`src/include/fmc_pkg.sv`:
```
// Package for the fault mask and input config block.
// Holds register offsets, field positions, reset values,
// filter delay times and the carrier structs.
// Assumes a 10 MHz core clock and an 8-bit register port.
package fmc_pkg;

	// ------------------------------------------------------------
	// Register map
	// ------------------------------------------------------------
	localparam int ADDR_W = 8;
	localparam logic [7:0] ADDR_FAULT_ALERT_MASK = 8'h02;
	localparam logic [7:0] ADDR_CHANNEL_ONE_CONFIG = 8'h03;
	localparam logic [7:0] RST_FAULT_ALERT_MASK = 8'h26;
	localparam logic [7:0] RST_CHANNEL_ONE_CONFIG = 8'h0c;
	// Bits 6 and 0 of the mask are reserved and read zero
	localparam logic [7:0] MASK_WRITABLE = 8'hbe;

	// ------------------------------------------------------------
	// Field positions
	// ------------------------------------------------------------
	localparam int MSK_CRC = 7;
	localparam int MSK_SUM = 5;
	localparam int MSK_OT = 4;
	localparam int MSK_TA = 3;
	localparam int MSK_UV = 2;
	localparam int MSK_VM = 1;
	localparam int CFG_THR = 7;
	localparam int CFG_SRC = 6;
	localparam int CFG_CUR_LSB = 4;
	localparam int CFG_FEN = 3;
	localparam int CFG_DLY_LSB = 0;
	localparam logic [1:0] CUR_HIZ = 2'h0;
	localparam logic [1:0] CUR_TTL = 2'h3;

	// ------------------------------------------------------------
	// Glitch filter delays
	// ------------------------------------------------------------
	localparam int unsigned CLK_PERIOD_NS = 100;
	localparam int unsigned DLY0_NS = 50000;
	localparam int unsigned DLY1_NS = 100000;
	localparam int unsigned DLY2_NS = 400000;
	localparam int unsigned DLY3_NS = 800000;
	localparam int unsigned DLY4_NS = 1600000;
	localparam int unsigned DLY5_NS = 3200000;
	localparam int unsigned DLY6_NS = 12800000;
	localparam int unsigned DLY7_NS = 20000000;
	localparam int unsigned DLY0_CYC = DLY0_NS / CLK_PERIOD_NS;
	localparam int unsigned DLY1_CYC = DLY1_NS / CLK_PERIOD_NS;
	localparam int unsigned DLY2_CYC = DLY2_NS / CLK_PERIOD_NS;
	localparam int unsigned DLY3_CYC = DLY3_NS / CLK_PERIOD_NS;
	localparam int unsigned DLY4_CYC = DLY4_NS / CLK_PERIOD_NS;
	localparam int unsigned DLY5_CYC = DLY5_NS / CLK_PERIOD_NS;
	localparam int unsigned DLY6_CYC = DLY6_NS / CLK_PERIOD_NS;
	localparam int unsigned DLY7_CYC = DLY7_NS / CLK_PERIOD_NS;
	localparam int CNT_W = 18;

	// ------------------------------------------------------------
	// Carriers
	// ------------------------------------------------------------
	typedef struct packed {
		logic crc;
		logic ot;
		logic ta;
		logic uv;
		logic vm;
	} fmc_flags_t;

	typedef struct packed {
		logic threshold_high;
		logic source;
		logic [1:0] current_scale;
		logic ttl_mode;
		logic high_impedance_threshold_mode;
		logic glitch_filter_enable;
		logic [2:0] glitch_filter_delay;
	} fmc_ch1_ctl_t;

	// Sync order: crc enable, ot, ta, uv, vm, field input
	typedef struct packed {
		logic [5:0] sync1;
		logic [5:0] sync2;
		logic [7:0] mask;
		logic [7:0] cfg;
		fmc_flags_t flags;
		logic summary;
		logic alert_n;
		logic [7:0] rdata;
		logic rvalid;
		fmc_ch1_ctl_t ctl;
	} fmc_top_state_t;

	typedef struct packed {
		logic out;
		logic [CNT_W-1:0] cnt;
	} fmc_filt_state_t;

	// Unmasked first-level sources, one bit per mask position
	function automatic logic [7:0] fmc_active(input fmc_flags_t f, input logic sum, input logic [7:0] m);
		logic [7:0] a;
		a = 8'h00;
		a[MSK_CRC] = f.crc & ~m[MSK_CRC];
		a[MSK_SUM] = sum & ~m[MSK_SUM];
		a[MSK_OT] = f.ot & ~m[MSK_OT];
		a[MSK_TA] = f.ta & ~m[MSK_TA];
		a[MSK_UV] = f.uv & ~m[MSK_UV];
		a[MSK_VM] = f.vm & ~m[MSK_VM];
		return a;
	endfunction : fmc_active

endpackage : fmc_pkg

```
`src/verilog/fmc_glitch_filter.sv`:
```
// Glitch filter for the channel one field input.
// Assumes i_in is already synchronised to i_clk.
`timescale 1ns/1ps
module fmc_glitch_filter #(
	parameter int P_CNT_W = 18,
	parameter logic [8*P_CNT_W-1:0] P_LIMITS = '1
) (
	input wire logic i_clk,
	input wire logic i_reset_n,
	input wire logic i_in,
	input wire logic i_enable,
	input wire logic [2:0] i_delay_code,
	output logic o_out
);

	fmc_pkg::fmc_filt_state_t st_r;
	fmc_pkg::fmc_filt_state_t st_nxt;
	logic [P_CNT_W-1:0] lim;

	// Counter width is carried by the shared state struct, so it cannot differ
	if (P_CNT_W != fmc_pkg::CNT_W)
	begin : g_bad_width
		$error("filter counter width must match the shared state struct");
	end

	// ------------------------------------------------------------
	// Filter
	// ------------------------------------------------------------
	assign lim = P_LIMITS[i_delay_code*P_CNT_W +: P_CNT_W];

	// While enabled, output follows only after the new level held for the full delay
	always_comb
	begin
		st_nxt = st_r;
		if (!i_enable)
		begin
			st_nxt.out = i_in;
			st_nxt.cnt = '0;
		end
		else if (i_in == st_r.out)
		begin
			st_nxt.cnt = '0;
		end
		else if (st_r.cnt >= lim - P_CNT_W'(1))
		begin
			st_nxt.out = i_in;
			st_nxt.cnt = '0;
		end
		else
		begin
			st_nxt.cnt = st_r.cnt + P_CNT_W'(1);
		end
	end

	// State register
	always_ff @(posedge i_clk or negedge i_reset_n)
	begin
		if (!i_reset_n)
			st_r <= '0;
		else
			st_r <= st_nxt;
	end

	assign o_out = st_r.out;
endmodule : fmc_glitch_filter

```
`src/verilog/fmc_top.sv`:
```
// Fault alert mask and channel one configuration registers.
// Assumes the serial frame logic on i_clk drives the register port
// and the CRC error pulse; fault levels and the field input are pins.
//
// Behaviour
// - Unmasked frame check error flag drives fault alert; mask bit 7 blocks it.
// - Mask bit 5 gates the second-level fault summary onto fault alert.
// - Mask bit 4 gates the thermal shutdown flag onto fault alert.
// - Mask bit 3 gates the temperature alarm flag onto fault alert.
// - Mask bit 2 gates the field supply undervoltage flag onto fault alert.
// - Mask register is read/write; bit 1 gates low voltage; bits 6,0 reserved.
// - Config bit 7 picks high threshold, only for current codes 0 to 2.
// - Config bit 6 selects sink (0) or source (1) mode.
// - Current field: 0 off with high-Z threshold, 1x, 3x, 3 TTL.
// - Config bit 3 enables the glitch filter; zero bypasses it.
// - Delay field picks 50us up to 20ms filter delay.
// - Summary is OR of unmasked second-level bits, clearing by itself.
// - Frame check errors are only flagged while the enable input is high.
`timescale 1ns/1ps
module fmc_top #(
	parameter int unsigned P_DLY3_CYC = fmc_pkg::DLY3_CYC,
	parameter int unsigned P_DLY4_CYC = fmc_pkg::DLY4_CYC,
	parameter int unsigned P_DLY5_CYC = fmc_pkg::DLY5_CYC,
	parameter int unsigned P_DLY6_CYC = fmc_pkg::DLY6_CYC,
	parameter int unsigned P_DLY7_CYC = fmc_pkg::DLY7_CYC
) (
	input wire logic i_clk,
	input wire logic i_reset_n,
	input wire logic i_reg_wr,
	input wire logic i_reg_rd,
	input wire logic [fmc_pkg::ADDR_W-1:0] i_reg_addr,
	input wire logic [7:0] i_reg_wdata,
	output logic [7:0] o_reg_rdata,
	output logic o_reg_rvalid,
	input wire logic i_frame_check_error,
	input wire logic i_frame_check_enable_input,
	input wire logic i_thermal_shutdown,
	input wire logic i_temperature_alarm,
	input wire logic i_field_supply_undervoltage,
	input wire logic i_low_comparator_voltage,
	input wire logic i_first_level_fault_status_read_clear,
	input wire logic [7:0] i_second_level_unmasked,
	input wire logic i_ch1_field_input,
	output logic o_fault_alert_n,
	output logic [7:0] o_first_level_fault_status,
	output fmc_pkg::fmc_ch1_ctl_t o_ch1_ctl,
	output logic o_ch1_state
);

	localparam int W = fmc_pkg::CNT_W;
	localparam logic [8*W-1:0] LIMITS = {
		W'(P_DLY7_CYC), W'(P_DLY6_CYC), W'(P_DLY5_CYC), W'(P_DLY4_CYC),
		W'(P_DLY3_CYC), W'(fmc_pkg::DLY2_CYC), W'(fmc_pkg::DLY1_CYC),
		W'(fmc_pkg::DLY0_CYC)};

	// ------------------------------------------------------------
	// Parameter checks
	// ------------------------------------------------------------
	// Counter is fixed at 18 bits; longer delays would wrap
	if (P_DLY3_CYC < 1 || P_DLY4_CYC < 1 || P_DLY5_CYC < 1 ||
		P_DLY6_CYC < 1 || P_DLY7_CYC < 1)
	begin : g_bad_min
		$error("filter delay counts must be at least one");
	end
	if (P_DLY3_CYC >= (1 << W) || P_DLY4_CYC >= (1 << W) ||
		P_DLY5_CYC >= (1 << W) || P_DLY6_CYC >= (1 << W) ||
		P_DLY7_CYC >= (1 << W))
	begin : g_bad_max
		$error("filter delay counts exceed counter width");
	end

	fmc_pkg::fmc_top_state_t st_r;
	fmc_pkg::fmc_top_state_t st_nxt;
	logic [5:0] pins;
	logic crc_en_s;
	logic [7:0] active;

	assign pins = {i_frame_check_enable_input, i_thermal_shutdown,
		i_temperature_alarm, i_field_supply_undervoltage,
		i_low_comparator_voltage, i_ch1_field_input};
	assign crc_en_s = st_r.sync2[5];
	// Uses registered flags so the alert is a clean flop output
	assign active = fmc_pkg::fmc_active(st_r.flags, st_r.summary, st_r.mask);

	// Current field decode, shared by the mode flags and the threshold gate;
	// one place to change if the field ever moves
	function automatic logic [1:0] cur_code(input logic [7:0] c);
		return c[fmc_pkg::CFG_CUR_LSB +: 2];
	endfunction : cur_code

	// ------------------------------------------------------------
	// Next-state logic
	// ------------------------------------------------------------
	always_comb
	begin
		st_nxt = st_r;
		// Two-stage synchronisers for all pin inputs
		st_nxt.sync1 = pins;
		st_nxt.sync2 = st_r.sync1;

		// Register writes; reserved mask bits never stored
		if (i_reg_wr && i_reg_addr == fmc_pkg::ADDR_FAULT_ALERT_MASK)
			st_nxt.mask = i_reg_wdata & fmc_pkg::MASK_WRITABLE;
		if (i_reg_wr && i_reg_addr == fmc_pkg::ADDR_CHANNEL_ONE_CONFIG)
			st_nxt.cfg = i_reg_wdata;

		// Register reads; unmapped offsets answer zero
		st_nxt.rvalid = i_reg_rd;
		st_nxt.rdata = 8'h00;
		if (i_reg_rd)
		begin
			case (i_reg_addr)
				fmc_pkg::ADDR_FAULT_ALERT_MASK: st_nxt.rdata = st_r.mask;
				fmc_pkg::ADDR_CHANNEL_ONE_CONFIG: st_nxt.rdata = st_r.cfg;
				default: st_nxt.rdata = 8'h00;
			endcase
		end

		// Sticky flags; a new event wins over a clear in the same cycle
		st_nxt.flags.crc = (st_r.flags.crc & ~i_first_level_fault_status_read_clear) |
			(i_frame_check_error & crc_en_s);
		st_nxt.flags.ot = (st_r.flags.ot & ~i_first_level_fault_status_read_clear) | st_r.sync2[4];
		st_nxt.flags.ta = (st_r.flags.ta & ~i_first_level_fault_status_read_clear) | st_r.sync2[3];
		st_nxt.flags.uv = (st_r.flags.uv & ~i_first_level_fault_status_read_clear) | st_r.sync2[2];
		st_nxt.flags.vm = (st_r.flags.vm & ~i_first_level_fault_status_read_clear) | st_r.sync2[1];

		// Summary is not sticky; it drops when the source bits drop
		st_nxt.summary = |i_second_level_unmasked;

		// Alert pin is active low, any unmasked source pulls it
		st_nxt.alert_n = ~|active;

		// Decoded channel controls toward the analog front end
		st_nxt.ctl.current_scale = cur_code(st_r.cfg);
		st_nxt.ctl.ttl_mode = cur_code(st_r.cfg) == fmc_pkg::CUR_TTL;
		st_nxt.ctl.high_impedance_threshold_mode =
			cur_code(st_r.cfg) == fmc_pkg::CUR_HIZ;
		// Threshold select is meaningless in TTL mode, so force it low
		st_nxt.ctl.threshold_high = st_r.cfg[fmc_pkg::CFG_THR] &
			(cur_code(st_r.cfg) != fmc_pkg::CUR_TTL);
		st_nxt.ctl.source = st_r.cfg[fmc_pkg::CFG_SRC];
		st_nxt.ctl.glitch_filter_enable = st_r.cfg[fmc_pkg::CFG_FEN];
		st_nxt.ctl.glitch_filter_delay = st_r.cfg[fmc_pkg::CFG_DLY_LSB +: 3];
	end

	// ------------------------------------------------------------
	// State register
	// ------------------------------------------------------------
	always_ff @(posedge i_clk or negedge i_reset_n)
	begin
		if (!i_reset_n)
		begin
			st_r <= '0;
			st_r.mask <= fmc_pkg::RST_FAULT_ALERT_MASK;
			st_r.cfg <= fmc_pkg::RST_CHANNEL_ONE_CONFIG;
			st_r.alert_n <= 1'b1;
			// Decoded controls start from the config reset value
			st_r.ctl.threshold_high <= fmc_pkg::RST_CHANNEL_ONE_CONFIG[fmc_pkg::CFG_THR];
			st_r.ctl.source <= fmc_pkg::RST_CHANNEL_ONE_CONFIG[fmc_pkg::CFG_SRC];
			st_r.ctl.current_scale <= fmc_pkg::RST_CHANNEL_ONE_CONFIG[fmc_pkg::CFG_CUR_LSB +: 2];
			st_r.ctl.glitch_filter_enable <= fmc_pkg::RST_CHANNEL_ONE_CONFIG[fmc_pkg::CFG_FEN];
			st_r.ctl.glitch_filter_delay <= fmc_pkg::RST_CHANNEL_ONE_CONFIG[fmc_pkg::CFG_DLY_LSB +: 3];
			st_r.ctl.high_impedance_threshold_mode <=
				fmc_pkg::RST_CHANNEL_ONE_CONFIG[fmc_pkg::CFG_CUR_LSB +: 2] == fmc_pkg::CUR_HIZ;
		end
		else
		begin
			st_r <= st_nxt;
		end
	end

	// ------------------------------------------------------------
	// Field input filter
	// ------------------------------------------------------------
	// Filter settings come from the config register directly so a
	// delay change takes effect on the next clock
	fmc_glitch_filter #(
		.P_CNT_W(W),
		.P_LIMITS(LIMITS)
	) u_filter (
		.i_clk(i_clk),
		.i_reset_n(i_reset_n),
		.i_in(st_r.sync2[0]),
		.i_enable(st_r.cfg[fmc_pkg::CFG_FEN]),
		.i_delay_code(st_r.cfg[fmc_pkg::CFG_DLY_LSB +: 3]),
		.o_out(o_ch1_state)
	);

	// ------------------------------------------------------------
	// Outputs
	// ------------------------------------------------------------
	assign o_reg_rdata = st_r.rdata;
	assign o_reg_rvalid = st_r.rvalid;
	assign o_fault_alert_n = st_r.alert_n;
	assign o_ch1_ctl = st_r.ctl;
	// Power-on bit is owned by the supply monitor, shown as zero here
	assign o_first_level_fault_status = {st_r.flags.crc, 1'b0, st_r.summary,
		st_r.flags.ot, st_r.flags.ta, st_r.flags.uv, st_r.flags.vm, 1'b0};
endmodule : fmc_top

```
`config.mk`:
```
export PLATFORM = sky130hd
export DESIGN_NAME = fmc_top
export DESIGN_NICKNAME = d
export VERILOG_FILES = /design/src/include/fmc_pkg.sv /design/src/verilog/fmc_glitch_filter.sv /design/src/verilog/fmc_top.sv
export SDC_FILE = /design/constraint.sdc
export NUM_CORES = 1
export LEC_CHECK = 0
export BUFFER_PORTS_ARGS = -buffer_cell sky130_fd_sc_hd__buf_2
export CAP_MARGIN = 20
export CORE_MARGIN = 3
export CORE_UTILIZATION = 50
export CTS_BUF_LIST = sky130_fd_sc_hd__clkbuf_4 sky130_fd_sc_hd__clkbuf_8 sky130_fd_sc_hd__clkbuf_16
export DETAILED_ROUTE_END_ITERATION = 6
export HOLD_SLACK_MARGIN = 0.12
export PLACE_DENSITY = 0.72
export REMOVE_ABC_BUFFERS = 1
export SETUP_SLACK_MARGIN = 0.05
export SYNTH_ARGS = -nofsm -noshare
export SYNTH_HDL_FRONTEND = slang
export SYNTH_SLANG_ARGS = --single-unit
export TNS_END_PERCENT = 5
```
`constraint.sdc`:
```
create_clock -name i_clk -period 3.8 [get_ports i_clk]
set_clock_uncertainty 0.1 [all_clocks]
set_input_delay 0.76 -clock i_clk [delete_from_list [all_inputs] [get_ports i_clk]]
set_output_delay 0.76 -clock i_clk [all_outputs]
set_load 0.03 [all_outputs]
```
==> impl_metrics.env, run 1 <==
export IMPL_critPathMaxStageDelay_ps=480
export IMPL_finalWorstSetupSlack_ps=453
export IMPL_ant_nets=0
export IMPL_clockBufferDepth=2
export IMPL_wl_um=6120
export IMPL_die_h_um=89.9
export IMPL_design_die_area_um2=8090
export IMPL_antenna_found_initial=0
export IMPL_cp_common_cell="ha_1"
export IMPL_cts_hold_buf=0
export IMPL_overflow=0
export IMPL_first_pass_iters=4
export IMPL_critPathSlowestCell="dfrtp_2"
export IMPL_hp_start="st_nxt[43]"
export IMPL_final_hold_viol_count=0
export IMPL_hold_path_endpoint="st_r[43]"
export IMPL_drc=0
export IMPL_clk_pin_slew_ps=70
export IMPL_r2r_cells=15
export IMPL_crit_family="simple AND/OR/NAND/NOR gates"
export IMPL_ys_seq_area_share_pct=50.7
export IMPL_ir_worst_vdd_mv=0.214
export IMPL_cts_made_buffers=9
export IMPL_postSynthAreaPerCell_um2=11.2
export IMPL_clock_latency_ps=350
export IMPL_reg2reg_to="u_filter.st_r[11]"
export IMPL_die_w_um=89.9
export IMPL_regArea_um2=1790
export IMPL_min_delay_path_depth=0
export IMPL_crit_chain="inv_1 > ha_1 > nand2b_1 > ha_1 > nand2b_1 > nor3b_1 > a22oi_1 > o32ai_1 > ha_1 > nand2_1 > o21ai_0 > a2bb2oi_1 > nand4_1 > buf_4 > nor2_1"
export IMPL_hold_ws_ps=251
export IMPL_n_antenna_cell=0
export IMPL_critPathBufInv=2
export IMPL_hpwl_um=4360
export IMPL_wl_per_cell_um=13.4
export IMPL_area_growth_syn_to_layout_pct=11.9
export IMPL_fill_cells=568
export IMPL_start_util_pct=53.4
export IMPL_vias_per_cell=4.95
export IMPL_multi_input_area_um2=1440
export IMPL_place_port_buffers=62
export IMPL_post_route_period_util_pct=88.1
export IMPL_synth_distinct_cells=37
export IMPL_ys_ff_latch=71
export IMPL_track_usage_pct=16.5
export IMPL_yosys_warnings=0
export IMPL_post_place_ws_ps=365
export IMPL_vias=2256
export IMPL_cp_required_ps=3970
export IMPL_cap_violations=0
export IMPL_grt_start_max_net_pins=72
export IMPL_pin_count=65
export IMPL_status="complete, no violations"
export IMPL_fin_tns_setup_ps=0
export IMPL_drive_gt1_share_pct=29.8
export IMPL_ff2ff_setup_slack_ps=450
export IMPL_grt_first_pass_wirelength_um=10700
export IMPL_rsz0062_at_grt="false"
export IMPL_cts_root_buffer="clkbuf_8"
export IMPL_std_cell_rows=29
export IMPL_gp_congestion=0.828
export IMPL_path_depth=15
export IMPL_critical_path_class="flip-flop to flip-flop"
export IMPL_syn_inst=315
export IMPL_synth_area_um2=3520
export IMPL_tightest_slew_ps=861
export IMPL_end_kind="flip-flop"
export IMPL_postCtsSetupBuffers=0
export IMPL_rr_startpoint="st_nxt[0]"
export IMPL_cts_tree="done"
export IMPL_clock_sinks=71
export IMPL_min_path_type="flip-flop to flip-flop"
export IMPL_drv_slew=0
export IMPL_p_leak_uw=0.00194
export IMPL_relSlewSlack_pct=42.6
export IMPL_nNetsFinal=419
export IMPL_p_per_area_nw_per_um2=393
export IMPL_worstSetupStartpointType="flip-flop"
export IMPL_drtIter0Drc=92
export IMPL_fin_crit_ps=3350
export IMPL_max_freq_mhz=299
export IMPL_cp_max_fo=18
export IMPL_grt_pass1_vias=2310
export IMPL_h_tree_depth=3
export IMPL_arrival_ps=3520
export IMPL_coreArea_um2=6600
export IMPL_finalSetupViolCount=0
worst max-delay path by stage:
stage                                    to  startpoint
after detailed placement  u_filter.st_r[11]   st_nxt[1]
after global placement       u_filter.o_out   st_nxt[0]
final                     u_filter.st_r[11]   st_nxt[0]
after floorplan           u_filter.st_r[10]   st_nxt[0]
after global routing      u_filter.st_r[15]   st_nxt[0]
after CTS                 u_filter.st_r[11]   st_nxt[1]
cell type report:
cell class	count	area share, %
inverter	16	1.52
multi-input combinational	195	36.4
sequential	71	45.4
clock buffer	10	3.49
timing repair buffer	65	8.44
tap	93	2.95
clock inverter	6	1.71
placed cells by master, fill, tap and decap left out, drive strengths merged, types with 4 or more instances in the layout:
cell	Yosys	routed
nand2b	6	6
nand2	18	18
a21oi	8	8
dfrtp	62	62
nor2b	4	4
nor2	32	32
o21ai	9	9
dfstp	9	9
ha	25	25
o22ai	4	4
nor4	4	4
inv	16	17
buf	30	65
a21o	4	4
mux2i	6	6
xnor2	11	11
mux2	15	15
xor2	9	9
clkbuf	4	10
nor3	6	6
nand4	7	7
nand3	10	10
Yosys cell counts, drive strengths merged:
| library cell | number | area share, % |
|---|---|---|
| nor4 | 4 | 0.89 |
| o32ai | 2 | 0.50 |
| nand2 | 18 | 1.9 |
| nor2b | 4 | 0.71 |
| clkbuf | 4 | 0.43 |
| a21oi | 8 | 1.1 |
| mux2 | 15 | 6.3 |
| dfstp | 9 | 6.7 |
| a2bb2oi | 1 | 0.25 |
| and2 | 1 | 0.18 |
| nor3b | 2 | 0.43 |
| xnor2 | 11 | 2.7 |
| nand3 | 10 | 1.4 |
| o22ai | 4 | 0.71 |
| and4 | 2 | 0.50 |
| o21ai | 9 | 1.3 |
| conb | 1 | 0.11 |
| a221oi | 1 | 0.25 |
| nor2 | 32 | 3.4 |
| nand2b | 6 | 1.1 |
| a21o | 4 | 0.85 |
| nor3 | 6 | 0.85 |
| mux2i | 6 | 1.7 |
| or3 | 2 | 0.36 |
| and3 | 2 | 0.36 |
| o21a | 1 | 0.21 |
| inv | 16 | 1.7 |
| a22oi | 1 | 0.21 |
| xor2 | 9 | 2.2 |
| nand4 | 7 | 1.2 |
| buf | 30 | 6.5 |
| ha | 25 | 8.9 |
| dfrtp | 62 | 44 |
state kept, by name, summed over array words and instances (netlist names):
signal,cells
o_first_level_fault_status,6
o_ch1_ctl,10
o_reg_rvalid,1
st_nxt,13
crc_en_s,1
u_filter.o_out,1
o_fault_alert_n,1
o_reg_rdata,8
st_r,12
u_filter.st_r,18
through the flow:
stage | cells | total power [µW] | util, % | area [µm²]
after floorplan | 282 | 894 | - | 3280
after global placement | 440 | 956 | 56.5 | 3730
after detailed placement | 440 | 959 | 56.5 | 3730
after CTS | 456 | 1570 | 59.6 | 3940
after global routing | 456 | 1620 | 59.7 | 3940
final | 456 | 1550 | 59.7 | 3940
worst register-to-register path, stage by stage (launching register included):
cell	delay (ps)
dfrtp_2	480
inv_1	130
ha_1	270
nand2b_1	190
ha_1	240
nand2b_1	150
nor3b_1	320
a22oi_1	120
o32ai_1	140
ha_1	270
nand2_1	80
o21ai_0	80
a2bb2oi_1	210
nand4_1	120
buf_4	230
nor2_1	130
per-layer routing:
layer  GRT usage (%)  vias to the layer above  wire (µm)
li1                -                     1128          -
met1            21.1                     1060       2740
met2            25.9                       58       2900
met3            4.51                       10        342
met4            8.29                        0        131
met5               0                        -          0
cell families after synthesis:
| kind of cell | count (synthesis) | share of synthesized area [%] |
|---|---|---|
| DFF | 71 | 50.7 |
| and+or+nand+nor | 96 | 13.3 |
| xor gates and xnor gates | 20 | 4.97 |
| buffers and inverters | 50 | 8.59 |
| AOI/OAI and AO/OA | 31 | 5.40 |
| other | 1 | 0.106 |
| muxes | 21 | 7.99 |
| adders and majority gates | 25 | 8.88 |
timing repair:
item,in CTS,in global routing
setup endpoints to repair,0,19
gates resized for setup,0,2
endpoints found under the hold margin,0,0
report_power, final:
part	leakage (µW)	internal, µW	switching (µW)
clock network	0.0000989	323	284
logic	0.000937	57.8	86.3
registers	0.000901	783	16.6
total	0.00194	1160	387
No activity file was read; power rests on OpenSTA's default activity.
==> run 2, diff against run 1 <==
--- a/config.mk
+++ b/config.mk
@@ -5,6 +5,7 @@
 export SDC_FILE = /design/constraint.sdc
 export NUM_CORES = 1
 export LEC_CHECK = 0
+export ABC_AREA = 1
 export BUFFER_PORTS_ARGS = -buffer_cell sky130_fd_sc_hd__buf_2
 export CAP_MARGIN = 20
 export CORE_MARGIN = 3
==> impl_metrics.env, run 2 <==
export IMPL_status="complete, no violations"
export IMPL_wl_um=7130
export IMPL_relSlewSlack_pct=46.3
export IMPL_antenna_found_initial=0
export IMPL_yosys_cell_count_top_type="nand2_1"
export IMPL_postSynth_asyncResetShare_pct=100
export IMPL_ant_nets=0
export IMPL_gp_congestion=0.830
export IMPL_fin_crit_ps=3150
export IMPL_track_usage_pct=18.2
export IMPL_grt_start_max_net_pins=39
export IMPL_final_hold_viol_count=0
export IMPL_vias=2698
export IMPL_cts_root_buffer="clkbuf_8"
export IMPL_clock_sinks=71
export IMPL_area_growth_syn_to_layout_pct=12.3
export IMPL_nNetsFinal=516
export IMPL_busiest_layer="met2"
export IMPL_cts_hold_buf=0
export IMPL_crit_family="simple AND/OR/NAND/NOR gates"
export IMPL_arrival_ps=3310
export IMPL_first_pass_iters=4
export IMPL_die_w_um=91.8
export IMPL_max_freq_mhz=318
export IMPL_cap_violations=0
export IMPL_end_kind="flip-flop"
export IMPL_synth_top_flop_cell="dfrtp_1"
export IMPL_design_area_um2=4130
export IMPL_regArea_um2=1790
export IMPL_fin_util_pct=59.2
export IMPL_post_place_ws_ps=673
export IMPL_critPathMaxStageDelay_ps=420
export IMPL_clock_latency_ps=350
export IMPL_postCtsSetupBuffers=0
export IMPL_critical_path_class="flip-flop to flip-flop"
export IMPL_ir_worst_vdd_mv=0.281
export IMPL_finalSetupViolCount=0
export IMPL_design_die_area_um2=8420
export IMPL_fill_cells=625
export IMPL_critPathSlowestCell="dfrtp_1"
export IMPL_n_antenna_cell=0
export IMPL_synth_top_cell_area_share_pct=42.2
export IMPL_postSynthAreaPerCell_um2=9.00
export IMPL_use_met1_pct=24.4
export IMPL_std_cell_rows=30
export IMPL_min_path_type="flip-flop to flip-flop"
export IMPL_drc=0
export IMPL_crit_chain="inv_1 > ha_1 > nand2_1 > ha_1 > nand2_1 > nor2_2 > nand3_1 > xnor2_1 > ha_1 > nand4_1 > inv_1 > nand2_1 > nand2_1 > nand2_1 > nand3_2 > nor2_1"
export IMPL_cp_max_fo=18
export IMPL_cp_common_cell="nand2_1"
export IMPL_cts_made_buffers=9
export IMPL_cts_tree="done"
export IMPL_top_register="u_filter.st_r"
export IMPL_vias_per_cell=4.85
export IMPL_synth_area_leader_cell="dfrtp_1"
export IMPL_use_met2_pct=28.8
export IMPL_placed_cell_area_um2=3900
export IMPL_final_cell_mix="nand2_1 (91), dfrtp_1 (62), buf_2 (62)"
export IMPL_start_util_pct=52.7
export IMPL_largest_register_ffs=18
export IMPL_cp_required_ps=3960
export IMPL_worstSetupStartpointType="flip-flop"
export IMPL_p_per_area_nw_per_um2=394
export IMPL_yosys_top_cells_count="nand2_1 (91), dfrtp_1 (62), inv_1 (46)"
export IMPL_grt_pass1_vias=2630
export IMPL_syn_inst=409
export IMPL_ys_seq_area_share_pct=48.6
export IMPL_coreArea_um2=6980
export IMPL_clockBufferDepth=2
export IMPL_yosys_warnings=0
export IMPL_fin_tns_setup_ps=0
export IMPL_drv_slew=0
export IMPL_tightest_slew_ps=805
export IMPL_ys_ff_latch=71
export IMPL_rsz0062_at_grt="false"
export IMPL_ctsResizeCount=0
export IMPL_drtIter0Drc=169
export IMPL_drive_gt1_share_pct=23.3
export IMPL_hpwl_um=5490
export IMPL_finalWorstSetupSlack_ps=652
export IMPL_p_leak_uw=0.00203
export IMPL_synth_distinct_cells=32
export IMPL_overflow=0
export IMPL_h_tree_depth=3
export IMPL_synth_area_um2=3680
export IMPL_layout_commonest_cell="nand2_1"
export IMPL_synth_edf_count=0
export IMPL_met3_usage_pct=4.10
export IMPL_ys_top_cells_by_area="dfrtp_1 (42%), nand2_1 (9.3%), ha_1 (8.5%)"
export IMPL_place_port_buffers=62
export IMPL_grt_first_pass_wirelength_um=12200
export IMPL_post_route_period_util_pct=82.8
export IMPL_clk_pin_slew_ps=80
export IMPL_multi_input_area_um2=1490
export IMPL_critPathBufInv=2
export IMPL_die_h_um=91.8
export IMPL_wl_per_cell_um=12.8
export IMPL_pin_count=65
## run 2: changes by cell type in the layout (fill, tap and decap cells not counted), moves of 7 or more
| cell | before | now |
|---|---|---|
| nor2_1 | 32 | 40 |
| nand3_1 | 10 | 19 |
| inv_1 | 16 | 46 |
| mux2_4 | 14 | 0 |
| o21ai_2 | 0 | 7 |
| nand2_1 | 18 | 91 |
| xnor2_1 | 11 | 4 |
## run 2: logic make-up (layout without fill, tap and decap cells)
group / Yosys count / after routing / synth area share, %
fa+ha+maj: 25 / 25 / 8.50
xor+xnor: 15 / 15 / 3.57
compound gates: 39 / 39 / 6.70
flops: 71 / 71 / 48.6
simple gates: 180 / 180 / 21.5
other cells: 1 / 2 / 0.102
buf+inv: 78 / 128 / 11.1
## run 2: area by class of cell
cell class,instances,share of cell area [%]
Clock buffer,10,3.33
Sequential cell,71,43.3
Timing Repair Buffer,64,7.87
Inverter,48,4.36
Tap cell,96,2.91
Multi-Input combinational cell,261,36.0
Clock inverter,6,2.24
## run 2: layer usage
metal | vias up | wire length (µm)
li1 | 1375 | -
met1 | 1240 | 3270
met2 | 70 | 3340
met3 | 13 | 357
met4 | 0 | 159
met5 | - | 0
## run 2: metrics by stage
| stage | instances | total power (µW) | hold WS, ps |
|---|---|---|---|
| CTS | 556 | 1650 | 258 |
| global route | 556 | 1700 | 262 |
| detailed placement | 540 | 965 | 236 |
| finish | 556 | 1630 | 255 |
| global placement | 540 | 960 | 233 |
| floorplan | 380 | 897 | 231 |
## run 2: final timing paths
path,from,endpoint,slack (ps),cells past startpoint
worst max-delay path,st_nxt[0],u_filter.st_r[3],650,16
min in group asynchronous,i_reset_n,o_first_level_fault_status[2],410,1
worst min-delay path,st_nxt[45],st_r[45],260,0
worst min register to register,st_nxt[45],st_r[45],260,0
worst max register to register,st_nxt[0],u_filter.st_r[3],650,16
max in group asynchronous,i_reset_n,o_ch1_ctl[2],2400,2
## run 2: worst reg2reg max path, cell delays in order, from the launching register on
cell and delay [ps]:
dfrtp_1 420, inv_1 160, ha_1 260, nand2_1 160, ha_1 180, nand2_1 60, nor2_2 180, nand3_1 120
xnor2_1 210, ha_1 280, nand4_1 140, inv_1 50, nand2_1 60, nand2_1 60, nand2_1 110, nand3_2 310
nor2_1 220
## run 2: power breakdown
| group | total [µW] | leakage (µW) | internal, µW | switching [µW] |
|---|---|---|---|---|
| clock | 680 | 0.000109 | 390 | 289 |
| sequential | 797 | 0.000895 | 782 | 14.9 |
| combinational | 152 | 0.00103 | 51.9 | 101 |
